===== config.mk =====
export PLATFORM = sky130hd
export DESIGN_NAME = aaau_top
export DESIGN_NICKNAME = d
export VERILOG_FILES = /design/src/rtl/aaau_top.v
export VERILOG_INCLUDE_DIRS = /design/src /design/src/rtl
export SDC_FILE = /design/constraint.sdc
export NUM_CORES = 1
export LEC_CHECK = 0
export CORE_MARGIN = 1
export CORE_UTILIZATION = 45
export DETAILED_ROUTE_END_ITERATION = 16
export DONT_BUFFER_PORTS = 1
export SETUP_SLACK_MARGIN = 0.2
export SLEW_MARGIN = 20
export SYNTH_ARGS = -nofsm -noshare
export SYNTH_HDL_FRONTEND = slang
export SYNTH_SLANG_ARGS = --single-unit

===== constraint.sdc =====
create_clock -name CORE_CLK_I -period 28.7 [get_ports CORE_CLK_I]
set_clock_uncertainty 0.2 [all_clocks]
set_input_delay 5.74 -clock CORE_CLK_I [delete_from_list [all_inputs] [get_ports CORE_CLK_I]]
set_output_delay 5.74 -clock CORE_CLK_I [all_outputs]
set_load 0.02 [all_outputs]

===== src/rtl/aaau_defines.vh =====
// constants for the auxiliary address arithmetic unit
// assumes inclusion by rtl/aaau_top.v only
`ifndef AAAU_DEFINES_VH
`define AAAU_DEFINES_VH

// ----------------------------------------------------------------
// register byte addresses (apb)
// ----------------------------------------------------------------
`define AAAU_ADDR_AR0 12'h000
`define AAAU_ADDR_INDEX 12'h020
`define AAAU_ADDR_LIMIT 12'h024
`define AAAU_ADDR_WSTART1 12'h028
`define AAAU_ADDR_WEND1 12'h02c
`define AAAU_ADDR_WSTART2 12'h030
`define AAAU_ADDR_WEND2 12'h034
`define AAAU_ADDR_BUFCTL 12'h038
`define AAAU_ADDR_PTR 12'h03c
`define AAAU_ADDR_MODE 12'h040
`define AAAU_ADDR_STATUS 12'h044
// upper address bits shared by the eight address registers
`define AAAU_AR_PAGE 7'h00

// ----------------------------------------------------------------
// buffer control fields
// ----------------------------------------------------------------
`define AAAU_BUF1_SEL 2:0
`define AAAU_BUF1_EN 3
`define AAAU_BUF2_SEL 6:4
`define AAAU_BUF2_EN 7
`define AAAU_BUFCTL_RST 8'h00

// ----------------------------------------------------------------
// step operation codes
// ----------------------------------------------------------------
`define AAAU_STEP_NONE 4'h0
`define AAAU_STEP_INC 4'h1
`define AAAU_STEP_DEC 4'h2
`define AAAU_STEP_ADDX 4'h3
`define AAAU_STEP_SUBX 4'h4
`define AAAU_STEP_ADDK 4'h5
`define AAAU_STEP_SUBK 4'h6
`define AAAU_STEP_ADDBR 4'h7
`define AAAU_STEP_SUBBR 4'h8

// compare conditions
`define AAAU_CMP_EQ 2'h0
`define AAAU_CMP_LT 2'h1
`define AAAU_CMP_GT 2'h2
`define AAAU_CMP_NE 2'h3

// load destinations for the core load port
`define AAAU_LD_AR 2'h0
`define AAAU_LD_PTR 2'h1
`define AAAU_LD_INDEX 2'h2
`define AAAU_LD_LIMIT 2'h3
// register whose load also feeds index and limit before the split
`define AAAU_LAR_REG 3'h0

`define AAAU_ONE 16'h0001
`define AAAU_ZERO16 16'h0000
`define AAAU_IMM_MSB 7
`endif


===== src/rtl/aaau_top.v =====
// auxiliary address register file and address arithmetic unit
// assumes a core decoder driving the step/load/compare ports on CORE_CLK_I
// and an apb master on the same clock for register access
//
// Notes on behaviour
// - eight address registers, 3-bit pointer selects
// - load registers/pointer; store or pass out
// - step current register while it addresses memory
// - step in decode, core write in execute
// - add/subtract unsigned 16-bit index register
// - increment, decrement or hold current register
// - add/subtract 8-bit instruction immediate
// - bit-reversed mode carries from msb downward
// - compare with limit, set or clear test_flag
// - at wrap end, reload wrap start instead
// - end detected only by exact equality
// - before split enable, register 0 load copies
// - index/limit directly writable; mapped writes one
// - all arithmetic 16-bit unsigned
// - branch on nonzero register as loop counter
// - saved pointer stores active pointer on call
// - buffer control field layout, enable active high
// - reset clears both buffer enables
`timescale 1ns/1ps
`include "aaau_defines.vh"

module aaau_top #(
   parameter DW = 16,
   parameter NREG = 8
) (
   // clock and reset
   input wire CORE_CLK_I,
   input wire RST_I,
   // decode-stage stepping
   input wire STEP_EN_I,
   input wire [3:0] STEP_OP_I,
   input wire [15:0] INSTR_REG_I,
   input wire PTR_LOAD_EN_I,
   input wire [2:0] PTR_LOAD_I,
   // compare and branch
   input wire CMP_EN_I,
   input wire [1:0] CMP_COND_I,
   input wire BRANCH_TEST_EN_I,
   // execute-stage load from memory, accumulator, product or immediate
   input wire LOAD_EN_I,
   input wire [1:0] LOAD_DST_I,
   input wire [2:0] LOAD_REG_I,
   input wire [DW-1:0] LOAD_DATA_I,
   input wire LOAD_IS_LAR_I,
   // subroutine pointer save/restore
   input wire CALL_I,
   input wire RETURN_I,
   // read-out for store / main alu
   input wire [2:0] RD_REG_I,
   // apb slave
   input wire PSEL,
   input wire PENABLE,
   input wire PWRITE,
   input wire [11:0] PADDR,
   input wire [31:0] PWDATA,
   output reg [31:0] PRDATA,
   output reg PREADY,
   output reg PSLVERR,
   // outputs to core
   output reg [DW-1:0] MEM_ADDR_O,
   output reg [DW-1:0] RD_DATA_O,
   output reg TEST_FLAG_O,
   output reg BRANCH_TAKE_O,
   output reg [2:0] ACTIVE_PTR_O,
   output reg [2:0] SAVED_PTR_O
);

   // ----------------------------------------------------------------
   // state
   // ----------------------------------------------------------------
   reg [DW-1:0] address_regs_q [0:NREG-1];
   reg [2:0] active_pointer_q;
   reg [2:0] saved_pointer_q;
   reg [DW-1:0] index_step_q;
   reg [DW-1:0] compare_limit_q;
   reg [DW-1:0] wstart1_q, wend1_q, wstart2_q, wend2_q;
   reg [7:0] bufctl_q;
   reg split_enable_q;
   reg test_flag_q;
   integer i;

   // ----------------------------------------------------------------
   // arithmetic helpers
   // ----------------------------------------------------------------
   function [15:0] rev16;
      input [15:0] v;
      integer k;
      begin
         for (k = 0; k < 16; k = k + 1) begin
            rev16[k] = v[15-k];
         end
      end
   endfunction

   // reversed-carry add/sub: operate on mirrored operands
   function [15:0] rc_step;
      input [15:0] a;
      input [15:0] b;
      input sub;
      begin
         if (sub) begin
            rc_step = rev16(rev16(a) - rev16(b));
         end else begin
            rc_step = rev16(rev16(a) + rev16(b));
         end
      end
   endfunction

   // ----------------------------------------------------------------
   // current register and step result
   // ----------------------------------------------------------------
   wire [DW-1:0] cur = address_regs_q[active_pointer_q];
   wire [15:0] imm8 = {8'h00, INSTR_REG_I[`AAAU_IMM_MSB:0]};
   reg [15:0] step_d;

   always @* begin
      // 16-bit truncation gives modulo wrap with no flag
      case (STEP_OP_I)
         `AAAU_STEP_INC: step_d = cur + `AAAU_ONE;
         `AAAU_STEP_DEC: step_d = cur - `AAAU_ONE;
         `AAAU_STEP_ADDX: step_d = cur + index_step_q;
         `AAAU_STEP_SUBX: step_d = cur - index_step_q;
         `AAAU_STEP_ADDK: step_d = cur + imm8;
         `AAAU_STEP_SUBK: step_d = cur - imm8;
         `AAAU_STEP_ADDBR: step_d = rc_step(cur, index_step_q, 1'b0);
         `AAAU_STEP_SUBBR: step_d = rc_step(cur, index_step_q, 1'b1);
         default: step_d = cur;
      endcase
   end

   // circular buffer end test, made on the value before the update
   function buf_hit;
      input enable;
      input [2:0] sel;
      input [2:0] ptr;
      input [15:0] value;
      input [15:0] end_addr;
      begin
         buf_hit = enable && (sel == ptr) && (value == end_addr);
      end
   endfunction

   wire buf1_hit = buf_hit(bufctl_q[`AAAU_BUF1_EN], bufctl_q[`AAAU_BUF1_SEL],
                           active_pointer_q, cur, wend1_q);
   wire buf2_hit = buf_hit(bufctl_q[`AAAU_BUF2_EN], bufctl_q[`AAAU_BUF2_SEL],
                           active_pointer_q, cur, wend2_q);
   wire step_mod = STEP_EN_I && (STEP_OP_I != `AAAU_STEP_NONE);
   wire [15:0] next_cur = buf1_hit ? wstart1_q : (buf2_hit ? wstart2_q : step_d);

   // compare condition
   reg cmp_true;
   always @* begin
      case (CMP_COND_I)
         `AAAU_CMP_EQ: cmp_true = (cur == compare_limit_q);
         `AAAU_CMP_LT: cmp_true = (cur < compare_limit_q);
         `AAAU_CMP_GT: cmp_true = (cur > compare_limit_q);
         default: cmp_true = (cur != compare_limit_q);
      endcase
   end

   // ----------------------------------------------------------------
   // apb decode
   // ----------------------------------------------------------------
   wire apb_acc = PSEL && PENABLE;
   // a write lands at the edge where the master samples ready high
   wire apb_wr = apb_acc && PREADY && PWRITE;
   wire is_ar = (PADDR[11:5] == `AAAU_AR_PAGE) && (PADDR[1:0] == 2'h0);
   wire [2:0] apb_ar = PADDR[4:2];
   reg apb_hit;
   reg [31:0] rdata;

   always @* begin
      apb_hit = 1'b1;
      rdata = 32'h00000000;
      if (is_ar) begin
         rdata = {16'h0000, address_regs_q[apb_ar]};
      end else begin
         case (PADDR)
            `AAAU_ADDR_INDEX: rdata = {16'h0000, index_step_q};
            `AAAU_ADDR_LIMIT: rdata = {16'h0000, compare_limit_q};
            `AAAU_ADDR_WSTART1: rdata = {16'h0000, wstart1_q};
            `AAAU_ADDR_WEND1: rdata = {16'h0000, wend1_q};
            `AAAU_ADDR_WSTART2: rdata = {16'h0000, wstart2_q};
            `AAAU_ADDR_WEND2: rdata = {16'h0000, wend2_q};
            `AAAU_ADDR_BUFCTL: rdata = {24'h000000, bufctl_q};
            `AAAU_ADDR_PTR: rdata = {26'h0000000, saved_pointer_q, active_pointer_q};
            `AAAU_ADDR_MODE: rdata = {31'h00000000, split_enable_q};
            `AAAU_ADDR_STATUS: rdata = {31'h00000000, test_flag_q};
            default: apb_hit = 1'b0;
         endcase
      end
   end

   // ----------------------------------------------------------------
   // write strobes
   // ----------------------------------------------------------------
   // core loads from memory, accumulator, product or immediate
   wire ld_ar = LOAD_EN_I && (LOAD_DST_I == `AAAU_LD_AR);
   wire ld_ptr = LOAD_EN_I && (LOAD_DST_I == `AAAU_LD_PTR);
   wire ld_index = LOAD_EN_I && (LOAD_DST_I == `AAAU_LD_INDEX);
   wire ld_limit = LOAD_EN_I && (LOAD_DST_I == `AAAU_LD_LIMIT);
   // before the split is enabled, a register 0 load also feeds index and limit
   wire lar_copy = ld_ar && LOAD_IS_LAR_I && !split_enable_q && (LOAD_REG_I == `AAAU_LAR_REG);
   // mapped writes touch only the addressed register
   wire wr_ar = apb_wr && is_ar;
   wire wr_index = apb_wr && (PADDR == `AAAU_ADDR_INDEX);
   wire wr_limit = apb_wr && (PADDR == `AAAU_ADDR_LIMIT);
   wire wr_wstart1 = apb_wr && (PADDR == `AAAU_ADDR_WSTART1);
   wire wr_wend1 = apb_wr && (PADDR == `AAAU_ADDR_WEND1);
   wire wr_wstart2 = apb_wr && (PADDR == `AAAU_ADDR_WSTART2);
   wire wr_wend2 = apb_wr && (PADDR == `AAAU_ADDR_WEND2);
   wire wr_bufctl = apb_wr && (PADDR == `AAAU_ADDR_BUFCTL);
   wire wr_ptr = apb_wr && (PADDR == `AAAU_ADDR_PTR);
   wire wr_mode = apb_wr && (PADDR == `AAAU_ADDR_MODE);
   wire wr_status = apb_wr && (PADDR == `AAAU_ADDR_STATUS);

   // ----------------------------------------------------------------
   // address registers
   // ----------------------------------------------------------------
   always @(posedge CORE_CLK_I or posedge RST_I) begin
      if (RST_I) begin
         for (i = 0; i < NREG; i = i + 1) begin
            address_regs_q[i] <= `AAAU_ZERO16;
         end
      end else begin
         // decode-stage step of the current register
         if (step_mod) begin
            address_regs_q[active_pointer_q] <= next_cur;
         end
         // execute-stage writes follow and win over a same-cycle step
         if (ld_ar) begin
            address_regs_q[LOAD_REG_I] <= LOAD_DATA_I;
         end
         if (wr_ar) begin
            address_regs_q[apb_ar] <= PWDATA[15:0];
         end
      end
   end

   // ----------------------------------------------------------------
   // index and limit registers
   // ----------------------------------------------------------------
   always @(posedge CORE_CLK_I or posedge RST_I) begin
      if (RST_I) begin
         index_step_q <= `AAAU_ZERO16;
         compare_limit_q <= `AAAU_ZERO16;
      end else begin
         if (lar_copy) begin
            index_step_q <= LOAD_DATA_I;
            compare_limit_q <= LOAD_DATA_I;
         end
         if (ld_index) begin
            index_step_q <= LOAD_DATA_I;
         end
         if (ld_limit) begin
            compare_limit_q <= LOAD_DATA_I;
         end
         if (wr_index) begin
            index_step_q <= PWDATA[15:0];
         end
         if (wr_limit) begin
            compare_limit_q <= PWDATA[15:0];
         end
      end
   end

   // ----------------------------------------------------------------
   // pointers
   // ----------------------------------------------------------------
   always @(posedge CORE_CLK_I or posedge RST_I) begin
      if (RST_I) begin
         active_pointer_q <= 3'h0;
         saved_pointer_q <= 3'h0;
      end else begin
         if (ld_ptr) begin
            active_pointer_q <= LOAD_DATA_I[2:0];
         end
         if (PTR_LOAD_EN_I) begin
            active_pointer_q <= PTR_LOAD_I;
         end
         if (CALL_I) begin
            saved_pointer_q <= active_pointer_q;
         end else if (RETURN_I) begin
            active_pointer_q <= saved_pointer_q;
         end
         if (wr_ptr) begin
            active_pointer_q <= PWDATA[2:0];
         end
      end
   end

   // ----------------------------------------------------------------
   // circular buffer registers
   // ----------------------------------------------------------------
   always @(posedge CORE_CLK_I or posedge RST_I) begin
      if (RST_I) begin
         wstart1_q <= `AAAU_ZERO16;
         wend1_q <= `AAAU_ZERO16;
         wstart2_q <= `AAAU_ZERO16;
         wend2_q <= `AAAU_ZERO16;
         bufctl_q <= `AAAU_BUFCTL_RST;
      end else begin
         if (wr_wstart1) begin
            wstart1_q <= PWDATA[15:0];
         end
         if (wr_wend1) begin
            wend1_q <= PWDATA[15:0];
         end
         if (wr_wstart2) begin
            wstart2_q <= PWDATA[15:0];
         end
         if (wr_wend2) begin
            wend2_q <= PWDATA[15:0];
         end
         if (wr_bufctl) begin
            bufctl_q <= PWDATA[7:0];
         end
      end
   end

   // ----------------------------------------------------------------
   // mode and test flag
   // ----------------------------------------------------------------
   always @(posedge CORE_CLK_I or posedge RST_I) begin
      if (RST_I) begin
         split_enable_q <= 1'b0;
         test_flag_q <= 1'b0;
      end else begin
         if (wr_mode) begin
            split_enable_q <= PWDATA[0];
         end
         if (wr_status) begin
            test_flag_q <= PWDATA[0];
         end
         // a compare in the same cycle as a status write wins
         if (CMP_EN_I) begin
            test_flag_q <= cmp_true;
         end
      end
   end

   // ----------------------------------------------------------------
   // registered outputs
   // ----------------------------------------------------------------
   always @(posedge CORE_CLK_I or posedge RST_I) begin
      if (RST_I) begin
         PRDATA <= 32'h00000000;
         PREADY <= 1'b0;
         PSLVERR <= 1'b0;
         MEM_ADDR_O <= `AAAU_ZERO16;
         RD_DATA_O <= `AAAU_ZERO16;
         TEST_FLAG_O <= 1'b0;
         BRANCH_TAKE_O <= 1'b0;
         ACTIVE_PTR_O <= 3'h0;
         SAVED_PTR_O <= 3'h0;
      end else begin
         // one wait state: ready in the second cycle after the setup-to-access edge
         PREADY <= PSEL && PENABLE && !PREADY;
         PSLVERR <= PSEL && PENABLE && !PREADY && !apb_hit;
         PRDATA <= (PSEL && PENABLE && !PREADY && !PWRITE) ? rdata : 32'h00000000;
         MEM_ADDR_O <= cur;
         RD_DATA_O <= address_regs_q[RD_REG_I];
         TEST_FLAG_O <= test_flag_q;
         BRANCH_TAKE_O <= BRANCH_TEST_EN_I && (cur != `AAAU_ZERO16);
         ACTIVE_PTR_O <= active_pointer_q;
         SAVED_PTR_O <= saved_pointer_q;
      end
   end

endmodule


==> impl_metrics.csv <==
group,metric,value,unit
run_status,status,"complete, no violations",
die,initial_core_util,0.457,
timing,setup_violations,0,
setup_path,start_kind,"primary input",
setup_path,path_cells,"nor3_1 > nand2_1 > or4_1 > a21oi_1 > o21ai_0 > a21oi_1 > ha_1 > a21oi_1 > o211ai_1 > a211oi_1 > o31ai_1 > a31oi_1 > xnor3_1 > a211oi_1 > o22ai_4 > mux2i_1 > a21oi_1",
die,die_w,228,um
logic_synthesis,avgSynthCellArea,9.03,um2
finish,n_fill_cell,4716,
logic_synthesis,synth_top_cell_area_share,0.325,
placement,portBuffers,0,
clocking,cts_buffers,38,
die,fp.coreArea,50200,um2
global_routing,track_usage,0.393,
timing,rsz0062_at_grt,"false",
global_routing,antenna_found_initial,6,
power_and_ir_drop,p_leak,10.2,nW
power_and_ir_drop,power.internal,1.31,mW
clocking,cts_sinks,298,
logic_synthesis,synth_warnings,0,
routing,antenna_left,0,
clocking,htree_levels,2,
finish,nets,2630,
finish,drive_above_1_share,0.153,
timing,fin_crit_sh,0.349,
worst_hold_path,min-delay-start,"saved_pointer_q[2]$_DFFE_PP0P_",
routing,vias,22000,
setup_path,reg2reg_slack,21780,ps
routing,dr.pass1.iters,7,
timing,drv_slew,0,
power_and_ir_drop,power_frac_comb,0.480,
die,num_rows,82,
placement,place_area,23500,um2
setup_path,worstPathRequired,28900,ps
setup_path,r2r_cells,15,
die,dieArea,51800,um2
routing,drt-initial-drc-count,2998,
timing,max_freq,0.0998,GHz
timing,slew_headroom,0.141,
global_routing,grt_max_degree,133,
setup_path,max_stage_delay,480,ps
logic_synthesis,synthCells,2538,
logic_synthesis,synth_seq_cells,298,
finish,multi_input_area,14500,um2
setup_path,regToRegEndpoint,"address_regs_q[16]$_DFF_PP0_",
routing,routedWlPerCell,32.1,um
clocking,cts.path.max_buffers,3,
power_and_ir_drop,p_per_area,94.8,nW/um2
global_routing,grt_overflow,0,
routing,drc_errors,0,
clocking,cts.repair.resized,0,
setup_path,cp.depth,17,
logic_synthesis,ys_top_cells_by_area,"dfrtp_1, mux4_2, mux2_2, nor2_1, a21oi_1",
logic_synthesis,ys_seq_area_frac,0.325,
timing,tns,0,ps
setup_path,cp_num_buf_inv,0,
logic_synthesis,synth.distinct_cells,110,
setup_path,cpMostUsedCell,"a21oi_1",
placement,gp_congestion,0.993,
power_and_ir_drop,pwr-share-seq,0.304,
timing,worst_slack,18680,ps
placement,dp_hpwl,70000,um
setup_path,cp_max_fo,8,
power_and_ir_drop,swShare,0.441,
logic_synthesis,syn_area,22900,um2
clocking,cts_tree,"yes",
die,die_h,228,um
routing,via_per_inst,6.96,
finish,areaGrowthSynthToFinish,8.23,%
setup_path,r2r-start,"active_pointer_q[2]$_DFF_PP0_",
setup_path,cp_slowest_cell,"or4_1",
logic_synthesis,yosysTopAreaCell,"dfrtp_1",
setup_path,crit_path_start,"INSTR_REG_I[4]",
logic_synthesis,ys.flop_type,"dfrtp_1",
global_routing,grt_pass1_vias,20800,
timing,worstMarginPinSlew,1280,ps
worst_hold_path,hold_path.class,"reg2reg",
clocking,ctsHoldBuffers,0,
die,io_pins,180,
setup_path,endpoint,"address_regs_q[127]$_DFF_PP0_",
clocking,clk_pin_slew,60,ps
logic_synthesis,synth_edf_count,0,
setup_path,end_kind,"flop",
clocking,clock_latency,570,ps
power_and_ir_drop,power.switching,1.04,mW
setup_path,cp_top_family,"compound AO/OA/AOI/OAI gates",
power_and_ir_drop,p_clk_frac,0.216,
placement,dp_worst_setup_slack,18190,ps
clocking,clockRootBuffer,"clkbuf_16",
finish,fin_area,24800,um2
routing,drt-total-wl,101000,um
setup_path,critical_path_class,"in2reg",
logic_synthesis,async_flop_share,1.00,
timing,hold_viol_final,0,
finish,regArea,7460,um2
clocking,cts_setup_buffers,0,
run,cap_viol_max_count,0,
global_routing,grt_pass1_wl,146000,um
power_and_ir_drop,vdd_drop_max,0.0520,mV
setup_path,cp.arrival,10220,ps
timing,period_minus_slack,10020,ps
[through the flow]
stage	std cells	power (mW)	util	hold slack, ps
after detailed placement	3088	1.80	0.468	263
after floorplan	2553	1.46	-	174
after CTS	3155	2.32	0.494	273
final	3158	2.35	0.494	275
after global routing	3157	2.46	0.494	293
after global placement	3088	1.78	0.468	258
[placed cells by master (no fill, tap or decap), types with 22 or more instances in the layout]
cell       Yosys  final
a211oi_1      39     39
a21o_1        24     24
a21oi_1      200    200
a22oi_1       41     41
a31oi_1       33     33
and3_1        39     39
buf_4         23     60
clkbuf_16      0     39
dfrtp_1      298    295
ha_1          64     64
inv_1         76     75
mux2_2        93     93
mux2i_1       97     97
mux4_2        80     80
nand2_1      228    228
nand2b_1      29     29
nand3_1       57     57
nor2_1       271    262
nor2b_1       25     25
nor3_1        50     39
o21ai_0      131    131
o21ai_1       39     39
o21bai_1      22     22
o31ai_1       25     25
or3_1         42     42
xnor2_1       30     30
[synthesized netlist by cell type, drive strengths merged (61+ instances only)]
library cell / count
nand2: 228
mux4: 80
dfrtp: 298
nor2: 272
ha: 64
o21ai: 172
a21oi: 207
buf: 61
clkbuf: 136
inv: 78
mux2i: 99
mux2: 96
[cell type report]
| class | instances | share of cell area |
|---|---|---|
| diodes | 2 | 0.000202 |
| clock buffers | 51 | 0.0440 |
| clock inverters | 16 | 0.00772 |
| inverters | 78 | 0.0121 |
| multi-input cells | 1980 | 0.583 |
| flip-flops and latches | 298 | 0.301 |
| well taps | 672 | 0.0339 |
| repair buffers | 61 | 0.0188 |
[power groups by stage]
stage | sequential [mW] | clock [mW] | combinational [mW]
CTS | 0.708 | 0.510 | 1.10
global placement | 0.709 | 0 | 1.07
detailed placement | 0.714 | 0 | 1.09
finish | 0.715 | 0.508 | 1.13
floorplan | 0.660 | 0 | 0.800
global route | 0.729 | 0.527 | 1.20
[cells by family (layout without fill, tap and decap cells)]
logic type	count (synthesis)	after routing	share of synthesized area
muxes	275	275	0.170
and+or+nand+nor	823	823	0.169
xor gates and xnor gates	51	51	0.0204
buffers and inverters	275	206	0.0523
other	1	18	0.000164
AOI/OAI and AO/OA	748	748	0.225
adders and majority gates	67	67	0.0376
DFF	298	298	0.325
[flip-flops by register name, indices dropped and copies added (netlist names)]
signal            cells
ACTIVE_PTR_O          3
BRANCH_TAKE_O         1
MEM_ADDR_O           16
PRDATA               16
PREADY                1
PSLVERR               1
RD_DATA_O            16
SAVED_PTR_O           3
TEST_FLAG_O           1
active_pointer_q      3
address_regs_q      128
bufctl_q              8
compare_limit_q      16
index_step_q         16
saved_pointer_q       3
split_enable_q        1
test_flag_q           1
wend1_q              16
wend2_q              16
wstart1_q            16
wstart2_q            16
[worst min-delay path by stage]
stage / endpoint / cells after the start
after floorplan: ACTIVE_PTR_O[1]$_DFF_PP0_ / 0
after global placement: SAVED_PTR_O[2]$_DFF_PP0_ / 0
after detailed placement: TEST_FLAG_O$_DFF_PP0_ / 0
after CTS: SAVED_PTR_O[2]$_DFF_PP0_ / 0
after global routing: SAVED_PTR_O[1]$_DFF_PP0_ / 0
final: SAVED_PTR_O[2]$_DFF_PP0_ / 0
[metal layers]
layer	vias up	global-route usage	wire [um]
li1	9253	-	-
met1	10800	0.510	38700
met2	1559	0.586	43800
met3	324	0.120	12900
met4	0	0.209	5860
met5	-	0	0
No activity file was read; power rests on OpenSTA's default activity.
